==> src/bcs_regs.svh <==
`ifndef BCS_REGS_SVH
`define BCS_REGS_SVH

// register port offsets and layout
`define BCS_ADDR_W        4
`define BCS_DATA_W        8
`define BCS_OFS_CTRL      4'h0
`define BCS_OFS_STAT      4'h4
`define BCS_CTRL_HOME_BIT 0
`define BCS_CTRL_RST      1'h0

// synchronised input indices
`define BCS_NIN           11
`define BCS_IN_BTN_N      0
`define BCS_IN_STITCH_N   1
`define BCS_IN_SETUP_N    2
`define BCS_IN_HOME_POS   3
`define BCS_IN_FIRST_POS  4
`define BCS_IN_LOOP_POS   5
`define BCS_IN_SECOND_POS 6
`define BCS_IN_BDONE_N    7
`define BCS_IN_SBDONE_N   8
`define BCS_IN_SPK_DLY    9
`define BCS_IN_SPK_FIRE   10
// idle levels: low-true pins high, flags and spark low, so no false edge
`define BCS_SYNC_RST      11'h187

`endif

==> src/bcs_pkg.sv <==
package bcs_pkg;
  // sequencer state and outputs, one flop each except the eight-bit read data
  typedef struct packed {
    logic       home;
    logic       first;
    logic       loop;
    logic       second;
    logic       ot;
    logic       trk_n;
    logic       oneshot;
    logic       bond1;
    logic       bond2;
    logic       spark_ok;
    logic       ctrl_home;
    logic       lamp_home;
    logic       start_n;
    logic [7:0] rdata;
  } bcs_state_t;
endpackage

==> src/bcs_sync_if.sv <==
`timescale 1ns/1ps
`default_nettype none
interface bcs_sync_if #(parameter int W = 1);
  logic [W-1:0] raw;
  logic [W-1:0] lvl;
  logic [W-1:0] rise;
  logic [W-1:0] fall;
  modport sync (input raw, output lvl, output rise, output fall);
  modport user (output raw, input lvl, input rise, input fall);
endinterface
`default_nettype wire

==> src/bcs_sync.sv <==
`timescale 1ns/1ps
`default_nettype none
`include "bcs_regs.svh"
module bcs_sync #(
  parameter int           W   = 1,
  parameter logic [W-1:0] RST = '0
) (
  // clock and reset
  input  wire logic core_clk_i,
  input  wire logic rstn_i,
  // raw pins in, clean levels and strobes out
  bcs_sync_if.sync  sif
);
  typedef struct packed {
    logic [W-1:0] meta;
    logic [W-1:0] lvl;
    logic [W-1:0] prev;
  } bcs_sync_t;

  bcs_sync_t q;
  bcs_sync_t d;

  // two flops, then a third stage for single-cycle edge strobes
  always_comb begin
    d      = q;
    d.meta = sif.raw;
    d.lvl  = q.meta;
    d.prev = q.lvl;
  end

  always_ff @(posedge core_clk_i) begin
    if (!rstn_i) begin
      q <= '{meta: RST, lvl: RST, prev: RST};
    end else begin
      q <= d;
    end
  end

  assign sif.lvl  = q.lvl;
  assign sif.rise = q.lvl & ~q.prev;
  assign sif.fall = ~q.lvl & q.prev;
endmodule
`default_nettype wire

==> src/bcs_sequencer.sv <==
// Operation
// - power-on reset enters home state and raises the home request
// - reset clears overtravel and searches; loop held clear while bond two low
// - only home set at start; home flag high clears other states (here only while the home state is also set)
// - first search cannot be set until home flag rises
// - button path to loop exit blocked until spark delivered
// - button press with home flag high sets first search, clears home
// - first search requests position; release at position clears it
// - first search clearing drives tracking low and sets overtravel
// - bond_done_pulse trailing edge with bond two sets loop state
// - bond_done_pulse sets bond-select one-shot, selecting second bond
// - button at loop position clears loop; its fall sets second search
// - second search clears at position, button released, loop clear
// - second-bond-done low resets one-shot, selecting first bond
// - bond_done_pulse trailing edge with bond one sets home state
// - home lamp lights while home flag high
// - stitch button held keeps one-shot set, second bond selected
// - bond select outputs drive the first and second bond lamps
// - home flag or reset switch gives low start for tail control
//
// Decided for this implementation: the strobed register port and the placing of the registers.
`timescale 1ns/1ps
`default_nettype none
`include "bcs_regs.svh"
module bcs_sequencer
  import bcs_pkg::*;
(
  // clock and reset
  input  wire logic                    core_clk_i,
  input  wire logic                    rstn_i,
  // operator controls
  input  wire logic                    operator_push_button_n_i,
  input  wire logic                    stitch_button_n_i,
  input  wire logic                    setup_reset_n_i,
  // position detector flags
  input  wire logic                    home_position_flag_i,
  input  wire logic                    first_position_flag_i,
  input  wire logic                    loop_position_flag_i,
  input  wire logic                    second_position_flag_i,
  // force delay and spark board
  input  wire logic                    bond_done_pulse_n_i,
  input  wire logic                    second_bond_done_n_i,
  input  wire logic                    spark_delay_i,
  input  wire logic                    spark_fire_i,
  // register port
  input  wire logic [`BCS_ADDR_W-1:0]  addr_i,
  input  wire logic [`BCS_DATA_W-1:0]  wdata_i,
  input  wire logic                    wr_i,
  input  wire logic                    rd_i,
  output logic      [`BCS_DATA_W-1:0]  rdata_o,
  // motor position requests
  output logic                         home_req_o,
  output logic                         first_search_req_o,
  output logic                         loop_req_o,
  output logic                         second_search_req_o,
  // force, tail control and bond select
  output logic                         tracking_force_n_o,
  output logic                         overtravel_o,
  output logic                         start_n_o,
  output logic                         first_bond_sel_o,
  output logic                         second_bond_sel_o,
  // front panel lamps
  output logic                         home_lamp_o,
  output logic                         first_bond_lamp_o,
  output logic                         second_bond_lamp_o
);
  bcs_sync_if #(.W(`BCS_NIN)) sif ();

  bcs_state_t q;
  bcs_state_t d;

  logic btn_dn;
  logic stitch_dn;
  logic home_flag;
  logic force_home;
  logic bd_lead;
  logic bd_trail;

  // every pin but the register port crosses two flops before use
  assign sif.raw = {spark_fire_i, spark_delay_i, second_bond_done_n_i,
                    bond_done_pulse_n_i, second_position_flag_i,
                    loop_position_flag_i, first_position_flag_i,
                    home_position_flag_i, setup_reset_n_i,
                    stitch_button_n_i, operator_push_button_n_i};

  bcs_sync #(
    .W   (`BCS_NIN),
    .RST (`BCS_SYNC_RST)
  ) u_sync (
    .core_clk_i (core_clk_i),
    .rstn_i     (rstn_i),
    .sif        (sif)
  );

  // decoded synchronous conditions
  assign btn_dn     = ~sif.lvl[`BCS_IN_BTN_N];
  assign stitch_dn  = ~sif.lvl[`BCS_IN_STITCH_N];
  assign home_flag  = sif.lvl[`BCS_IN_HOME_POS];
  assign force_home = ~sif.lvl[`BCS_IN_SETUP_N] | q.ctrl_home;
  assign bd_lead    = sif.fall[`BCS_IN_BDONE_N];
  assign bd_trail   = sif.rise[`BCS_IN_BDONE_N];

  // next-state logic; later statements take priority over earlier ones
  always_comb begin
    d           = q;
    d.lamp_home = home_flag;
    d.start_n   = ~(home_flag | force_home);
    d.bond2     = q.oneshot;
    d.bond1     = ~q.oneshot;

    // start at home wipes the cycle states; gated by the home state so a
    // press can leave home while the lagging flag is still high
    if (q.home && home_flag) begin
      d.first  = 1'b0;
      d.loop   = 1'b0;
      d.second = 1'b0;
      d.ot     = 1'b0;
      d.trk_n  = 1'b1;
    end

    // release at first position ends the first search
    if (q.first && sif.lvl[`BCS_IN_FIRST_POS] && !btn_dn) begin
      d.first = 1'b0;
    end

    // first search end, gated by second search low, starts tracking
    if (q.first && !d.first && !q.second && !home_flag) begin
      d.trk_n = 1'b0;
    end
    if (q.trk_n && !d.trk_n) begin
      d.ot = 1'b1;
    end

    // bond-select one-shot: set by bond end, cleared by bond two done
    if (bd_lead) begin
      d.oneshot = 1'b1;
    end
    if (!sif.lvl[`BCS_IN_SBDONE_N]) begin
      d.oneshot = 1'b0;
    end
    if (stitch_dn) begin
      d.oneshot = 1'b1;
    end

    // trailing edge gives a short delay before moving the head
    if (bd_trail && q.bond2) begin
      d.loop = 1'b1;
    end
    if (bd_trail && q.bond1) begin
      d.home     = 1'b1;
      d.spark_ok = 1'b0;
    end
    // spark handshake arms the button path; a spark in the clear cycle wins
    if (sif.lvl[`BCS_IN_SPK_DLY] && sif.lvl[`BCS_IN_SPK_FIRE]) begin
      d.spark_ok = 1'b1;
    end

    // loop exit only once the ball has been formed
    if (q.loop && sif.lvl[`BCS_IN_LOOP_POS] && btn_dn && q.spark_ok) begin
      d.loop = 1'b0;
    end
    // bond one selected: loop may not be held
    if (!q.bond2) begin
      d.loop = 1'b0;
    end
    if (q.loop && !d.loop && !home_flag) begin
      d.second = 1'b1;
    end

    // all three conditions needed to leave second search
    if (q.second && sif.lvl[`BCS_IN_SECOND_POS] && !btn_dn && !q.loop) begin
      d.second = 1'b0;
    end

    // home flag guards first search against a premature press
    if (q.home && home_flag && btn_dn) begin
      d.first = 1'b1;
      d.home  = 1'b0;
    end

    // switch on reset or software home acts as power-on reset
    if (force_home) begin
      d.home     = 1'b1;
      d.first    = 1'b0;
      d.loop     = 1'b0;
      d.second   = 1'b0;
      d.ot       = 1'b0;
      d.trk_n    = 1'b1;
      d.oneshot  = 1'b0;
      d.spark_ok = 1'b0;
    end

    // register port: write control, read one cycle later
    if (wr_i && addr_i == `BCS_OFS_CTRL) begin
      d.ctrl_home = wdata_i[`BCS_CTRL_HOME_BIT];
    end
    d.rdata = '0;
    if (rd_i && addr_i == `BCS_OFS_CTRL) begin
      d.rdata = {7'h00, q.ctrl_home};
    end else if (rd_i && addr_i == `BCS_OFS_STAT) begin
      d.rdata = {q.bond2, q.spark_ok, ~q.trk_n, q.ot,
                 q.second, q.loop, q.first, q.home};
    end
  end

  // power-on reset: home and bond one set, tracking force off, everything else cleared
  always_ff @(posedge core_clk_i) begin
    if (!rstn_i) begin
      q <= '{home: 1'b1, first: 1'b0, loop: 1'b0, second: 1'b0,
             ot: 1'b0, trk_n: 1'b1, oneshot: 1'b0, bond1: 1'b1,
             bond2: 1'b0, spark_ok: 1'b0, ctrl_home: `BCS_CTRL_RST,
             lamp_home: 1'b0, start_n: 1'b0, rdata: 8'h00};
    end else begin
      q <= d;
    end
  end

  // outputs straight from the state flops
  assign rdata_o             = q.rdata;
  assign home_req_o          = q.home;
  assign first_search_req_o  = q.first;
  assign loop_req_o          = q.loop;
  assign second_search_req_o = q.second;
  assign tracking_force_n_o  = q.trk_n;
  assign overtravel_o        = q.ot;
  assign start_n_o           = q.start_n;
  assign first_bond_sel_o    = q.bond1;
  assign second_bond_sel_o   = q.bond2;
  assign home_lamp_o         = q.lamp_home;
  assign first_bond_lamp_o   = q.bond1;
  assign second_bond_lamp_o  = q.bond2;

  // checks beside the sequence logic
  property p_home_at_reset;
    @(posedge core_clk_i) disable iff (!rstn_i)
    $rose(rstn_i) |-> home_req_o && !first_search_req_o;
  endproperty
  a_home_at_reset: assert property (p_home_at_reset)
    else $error("home not requested after reset");

  property p_loop_held;
    @(posedge core_clk_i) disable iff (!rstn_i)
    !second_bond_sel_o |=> !loop_req_o;
  endproperty
  a_loop_held: assert property (p_loop_held)
    else $error("loop set with bond one selected");

  property p_no_early_first;
    @(posedge core_clk_i) disable iff (!rstn_i)
    !home_flag && !first_search_req_o |=> !first_search_req_o;
  endproperty
  a_no_early_first: assert property (p_no_early_first)
    else $error("first search set before home flag");

  property p_first_set;
    @(posedge core_clk_i) disable iff (!rstn_i)
    home_req_o && home_flag && btn_dn && !force_home
      |=> first_search_req_o && !home_req_o;
  endproperty
  a_first_set: assert property (p_first_set)
    else $error("press at home did not start first search");

  property p_ot_with_track;
    @(posedge core_clk_i) disable iff (!rstn_i)
    $fell(tracking_force_n_o) |-> overtravel_o;
  endproperty
  a_ot_with_track: assert property (p_ot_with_track)
    else $error("tracking without overtravel");

  property p_loop_exit;
    @(posedge core_clk_i) disable iff (!rstn_i)
    loop_req_o && sif.lvl[`BCS_IN_LOOP_POS] && btn_dn && q.spark_ok
      && !home_flag && !force_home |=> !loop_req_o && second_search_req_o;
  endproperty
  a_loop_exit: assert property (p_loop_exit)
    else $error("loop exit did not start second search");

  property p_second_hold;
    @(posedge core_clk_i) disable iff (!rstn_i)
    second_search_req_o && !sif.lvl[`BCS_IN_SECOND_POS]
      && !home_flag && !force_home |=> second_search_req_o;
  endproperty
  a_second_hold: assert property (p_second_hold)
    else $error("second search left before position");

  property p_home_lamp;
    @(posedge core_clk_i) disable iff (!rstn_i)
    home_position_flag_i |-> ##3 home_lamp_o;
  endproperty
  a_home_lamp: assert property (p_home_lamp)
    else $error("home lamp dark with home flag high");

  property p_stitch;
    @(posedge core_clk_i) disable iff (!rstn_i)
    stitch_dn && !force_home |=> ##1 second_bond_sel_o && !first_bond_sel_o;
  endproperty
  a_stitch: assert property (p_stitch)
    else $error("stitch did not hold second bond");

  property p_start;
    @(posedge core_clk_i) disable iff (!rstn_i)
    home_flag |=> !start_n_o;
  endproperty
  a_start: assert property (p_start)
    else $error("start not low at home");
endmodule
`default_nettype wire

==> config.mk <==
export PLATFORM = sky130hd
export DESIGN_NAME = bcs_sequencer
export DESIGN_NICKNAME = d
export VERILOG_FILES = /design/src/bcs_pkg.sv /design/src/bcs_sync_if.sv /design/src/bcs_sync.sv /design/src/bcs_sequencer.sv
export VERILOG_INCLUDE_DIRS = /design/src /design/src/src
export SDC_FILE = /design/constraint.sdc
export NUM_CORES = 1
export LEC_CHECK = 0
export BUFFER_PORTS_ARGS = -buffer_cell sky130_fd_sc_hd__buf_4
export CELL_PAD_IN_SITES_DETAIL_PLACEMENT = 1
export CELL_PAD_IN_SITES_GLOBAL_PLACEMENT = 2
export CORE_ASPECT_RATIO = 0.5
export CORE_MARGIN = 2
export CORE_UTILIZATION = 32
export CTS_CLUSTER_SIZE = 16
export DETAILED_ROUTE_END_ITERATION = 12
export PLACE_DENSITY = 0.89
export RECOVER_POWER = 100
export SLEW_MARGIN = 10
export SYNTH_ARGS = -nofsm -noshare
export SYNTH_HDL_FRONTEND = slang
export SYNTH_SLANG_ARGS = --single-unit
==> constraint.sdc <==
create_clock -name core_clk_i -period 2.9 [get_ports core_clk_i]
set_input_delay 0.145 -clock core_clk_i [delete_from_list [all_inputs] [get_ports core_clk_i]]
set_output_delay 0.145 -clock core_clk_i [all_outputs]
set_load 0.02 [all_outputs]
== Yosys cells after proc, flatten, opt, wreduce, memory -nomap -nowiden ==
Cells that the tools add are included.

* Output and inout port bits: 20
* Word-level logic and storage cells: 86
* Flip-flop bits (word level): 51

* Multiplexer cells: 17
* Equality and inequality tests: 2
* Bitwise logic cells: 13
* Reductions and logical operators: 36

{| class="wikitable"
|+ Operators by type and width
! kind !! count
|-
| $logic_and A1 B1 Y1 || 22
|-
| $and A8 B8 Y8 || 2
|-
| $not A8 Y8 || 2
|-
| $mux W1 || 15
|-
| $reduce_bool A2 Y1 || 4
|-
| $not A1 Y1 || 7
|-
| $logic_not A1 Y1 || 6
|-
| $reduce_or A3 Y1 || 2
|-
| $mux W5 || 1
|-
| $eq A4 B3 Y1 const B || 1
|-
| $logic_not A4 Y1 || 1
|-
| $ne A3 B3 Y1 const B || 1
|-
| $mux W2 || 1
|-
| $or A1 B1 Y1 || 2
|-
| $reduce_or A2 Y1 || 1
|}

== Depth between registers and ports, before layout ==
* Depth after elaboration: 11
* Mapped depth: 3
* Mapped depth without buffers: 3

== Cells and area by module ==
From an unflattened synthesis, not the netlist that was laid out.

* Cells, all modules: 184
* Area, all modules: 1,928.1 sq um

{| class="wikitable"
|+ Modules (own cells, without submodules)
! module !! cells an instance !! instances !! sequential area each (sq um) !! area each (sq um)
|-
| bcs_sync || 102 || 1 || 660.6 || 1,106.1
|-
| bcs_sequencer || 82 || 1 || 420.4 || 822.0
|}

== Worst setup path before layout ==
Ideal clock, no wire load.

* Kind: register to register
* Start: register q (netlist bit loop_req_o)
* End: register q (netlist bit second_search_req_o)
* Arrival time: 1.197 ns
* Stages on the path, launching flop included: 4
* Path slack: 1.617 ns
* Data required time: 2.814 ns
* Clock period less this slack: 1.283 ns
* Path through: dfxtp_1 -> nand2_1 -> or4_4 -> a221oi_2

* Cells in the longest elaborated chain, start to end: 9
* Elaborated cells between the ends (all ways): 15
* Those cells by class: 5 x mux; 10 x reduce/logical

{| class="wikitable"
|+ Ends and longest elaborated chain
! element !! line !! text
|-
| start: declaration || bcs_sequencer.sv:69 || <nowiki>bcs_state_t q;</nowiki>
|-
| start signal: assignment || bcs_sequencer.sv:209 || <nowiki>q <= '{home: 1'b1, first: 1'b0, loop: 1'b0, second: 1'b0,</nowiki>
|-
| $logic_and A1 B1 Y1 (3 in series) || bcs_sequencer.sv:159 || <nowiki>if (q.loop && sif.lvl[`BCS_IN_LOOP_POS] && btn_dn && q.spark_ok) begin</nowiki>
|-
| $mux W1 || bcs_sequencer.sv:159 ||
|-
| $mux W1 || bcs_sequencer.sv:163 || <nowiki>if (!q.bond2) begin</nowiki>
|-
| $logic_not A1 Y1 || bcs_sequencer.sv:166 || <nowiki>if (q.loop && !d.loop && !home_flag) begin</nowiki>
|-
| $logic_and A1 B1 Y1 (2 in series) || bcs_sequencer.sv:166 ||
|-
| $mux W1 or $reduce_bool A2 Y1 (tied branches) || -- ||
|}

Parallel ways exist; a longest one is shown, timed or not. The select of a mux whose other input is x is not followed.
A chain may end at the register's enable or synchronous reset.

== Worst setup path in the final report ==
* Start: input port rstn_i
* End: register q (netlist bit second_search_req_o)

* Cells in the longest elaborated chain, start to end: 2

{| class="wikitable"
|+ Ends and longest elaborated chain
! element !! line !! text
|-
| start: declaration || bcs_sequencer.sv:30 || <nowiki>input wire logic rstn_i,</nowiki>
|-
| $not A1 Y1 (no source line) || -- ||
|-
| $reduce_or A3 Y1 (no source line) || -- ||
|}

No other way between the ends.

==> impl_metrics.toml <==
[status]
status = "complete, no violations"

[timing]
tightest_slew_ps = 1110
min_period_ps = 1560
hold_viol_final = 0
timing.final.ws_setup_ps = 1340
skew_ps = 4.56
holdWs_ps = 31.6
final.period_utilization_pct = 53.8
max_freq_mhz = 641
slew-limit-headroom_pct = 26.3
drv_slew = 0
rsz0062_at_grt = "false"
setup_violations = 0
fin_setup_tns_ps = 0

[cells_and_area]
utilization_pct = 39.4
layoutNonFillerInstCount = 223
drive_gt1_share_pct = 16.3
fin_nets = 193
syn2layout_area_growth_pct = 18.9
design_area_mm2 = 0.00172
n_antenna_cell = 0

[yosys]
synthArstFlopShare_pct = 0
ys_seq_area_share_pct = 61.0
yosys_most_used_dff = "dfxtp_1"
synth.distinct_cells = 29
syn_avg_cell_area_um2 = 10.9
synth-edff-count = 0
synthTopCellsByArea = "dfxtp_1 (61%), and2_1 (8.2%), buf_4 (5.2%)"
synth.most_common_cell = "dfxtp_1"
synth_common_cells = "dfxtp_1 (44), and2_1 (19), nand2b_1 (12), buf_4 (10), nand2_1 (6)"
synthesis.area_mm2 = 0.00144
synth_top_cell_by_area = "dfxtp_1"
synth_nets = 160
ys_seq_elements = 44
synth_top_area_share_pct = 61.0
netlist_instances = 133
yosys_warnings = 0

[routing]
totalWireLength_mm = 2.61
wire_per_inst_um = 11.7
postRouteAntennaNets = 0
drtPass1Iterations = 4
via_per_inst = 4.13
drtIter0Drc = 7
dr_total_vias = 922
drc = 0

[run]
maxCapViolations = 0

[clock_network]
clock-sinks = 44
cts_root_buf = "clkbuf_8"
clock_path_buffers = 2
ctsHoldBuffers = 0
post_cts_buffers = 0
cts_buffers = 5
htreeDepth = 2
clkTransAtPathRegs_ps = 80
cts_tree = "done"
cts_resized = 0
worstSkewPairLatency_ps = 290

[die]
initial_core_util_pct = 33.1
pin_count = 47
row_count = 17
fp.coreArea_mm2 = 0.00436
die-width_um = 99.0
die_area_mm2 = 0.00510
chipHeight_um = 51.5

[global_routing]
met3_usage_pct = 4.17
met2_usage_pct = 17.6
grt_max_degree = 32
antenna_found_initial = 0
grt_remaining_overflow = 0
grt_pass1_wl_mm = 4.22
busiest_layer = "met2"
met1_usage_pct = 13.4
grt_pass1_vias = 926
grt_usage_pct = 11.0

[power]
ir_drop_uv = 182
fin_total_pwr_mw = 1.05
p_per_area_mw_per_mm2 = 610
power.leakage_nw = 0.686

[place]
gp_congestion = 0.778
dpl_cell_area_mm2 = 0.00172
numPortBuffers = 39
dp.cells = 216
dp_hpwl_mm = 1.86
place_ws_ps = 1630

[setup_path]
rr_startpoint = "q[11]"
r2r_end = "second_search_req_o"
worstPathRequired_ps = 3090
ff2ff_path_depth = 3
arrival_ps = 1750
worst_setup_path_end_kind = "flop"
path_class = "in2reg"
start_kind = "input pin"
r2r_slack_ps = 1580
critPathMaxFanout = 31

[min_path]
min_delay_path_depth = 2
hp-start = "second_bond_done_n_i"
hp-class = "in2reg"
hold_end = "u_sync.d[19]"
-- cells in the final DEF, fill, tap and decap left out, types with 2 or more instances in the layout --
cell / instances
and2_1: 13
nand2_1: 6
dfxtp_1: 44
clkbuf_1: 21
a21oi_1: 5
nor2_1: 5
nor2b_1: 4
and2_0: 6
mux2i_1: 2
nand2b_1: 12
inv_1: 4
nand3b_1: 3
clkbuf_8: 5
buf_4: 18
-- critical path, cell delays in order --
cell and delay [ps]:
clkbuf_1 800, nand3b_1 480, a221oi_1 330
-- cell families after synthesis --
group,after synthesis,synth area share (%)
mux,2,1.39
simple gates,57,24.0
buf+inv,17,7.11
flops,44,61.0
compound gates,13,6.50
-- metal layers --
| metal | share of wire [%] | wire length (um) |
|---|---|---|
| met2 | 46 | 1210 |
| met1 | 46 | 1210 |
| met4 | 1.5 | 40 |
| met3 | 5.6 | 146 |
| met5 | 0 | 0 |
-- where the power goes --
| part | leakage, nW | switching, mW | internal (mW) |
|---|---|---|---|
| Clock | 0.0400 | 0.193 | 0.163 |
| Combinational | 0.285 | 0.0273 | 0.0309 |
| Sequential | 0.361 | 0.00904 | 0.623 |
-- cell type report --
class	count	area, um2
timing repair buffer	39	214
fill	518	2640
sequential	44	881
inverter	4	15.0
clock buffer	5	68.8
multi-input combinational	72	454
clock inverter	2	12.5
tap	57	71.3
-- registers in the layout, indices dropped and copies added, names as in the netlist, 2 cells and up --
signal          cells
rdata_o             8
u_sync.d           11
u_sync.q            2
u_sync.sif.lvl     11
q                   2
-- worst max path at each step --
stage,from,to,cells after the start
floorplan,loop_req_o,second_search_req_o,3
global placement,q[11],second_search_req_o,3
detailed placement,q[11],second_search_req_o,3
CTS,q[11],second_search_req_o,3
global route,rstn_i,second_search_req_o,3
finish,rstn_i,second_search_req_o,3
No activity file was read; power rests on OpenSTA's default activity.
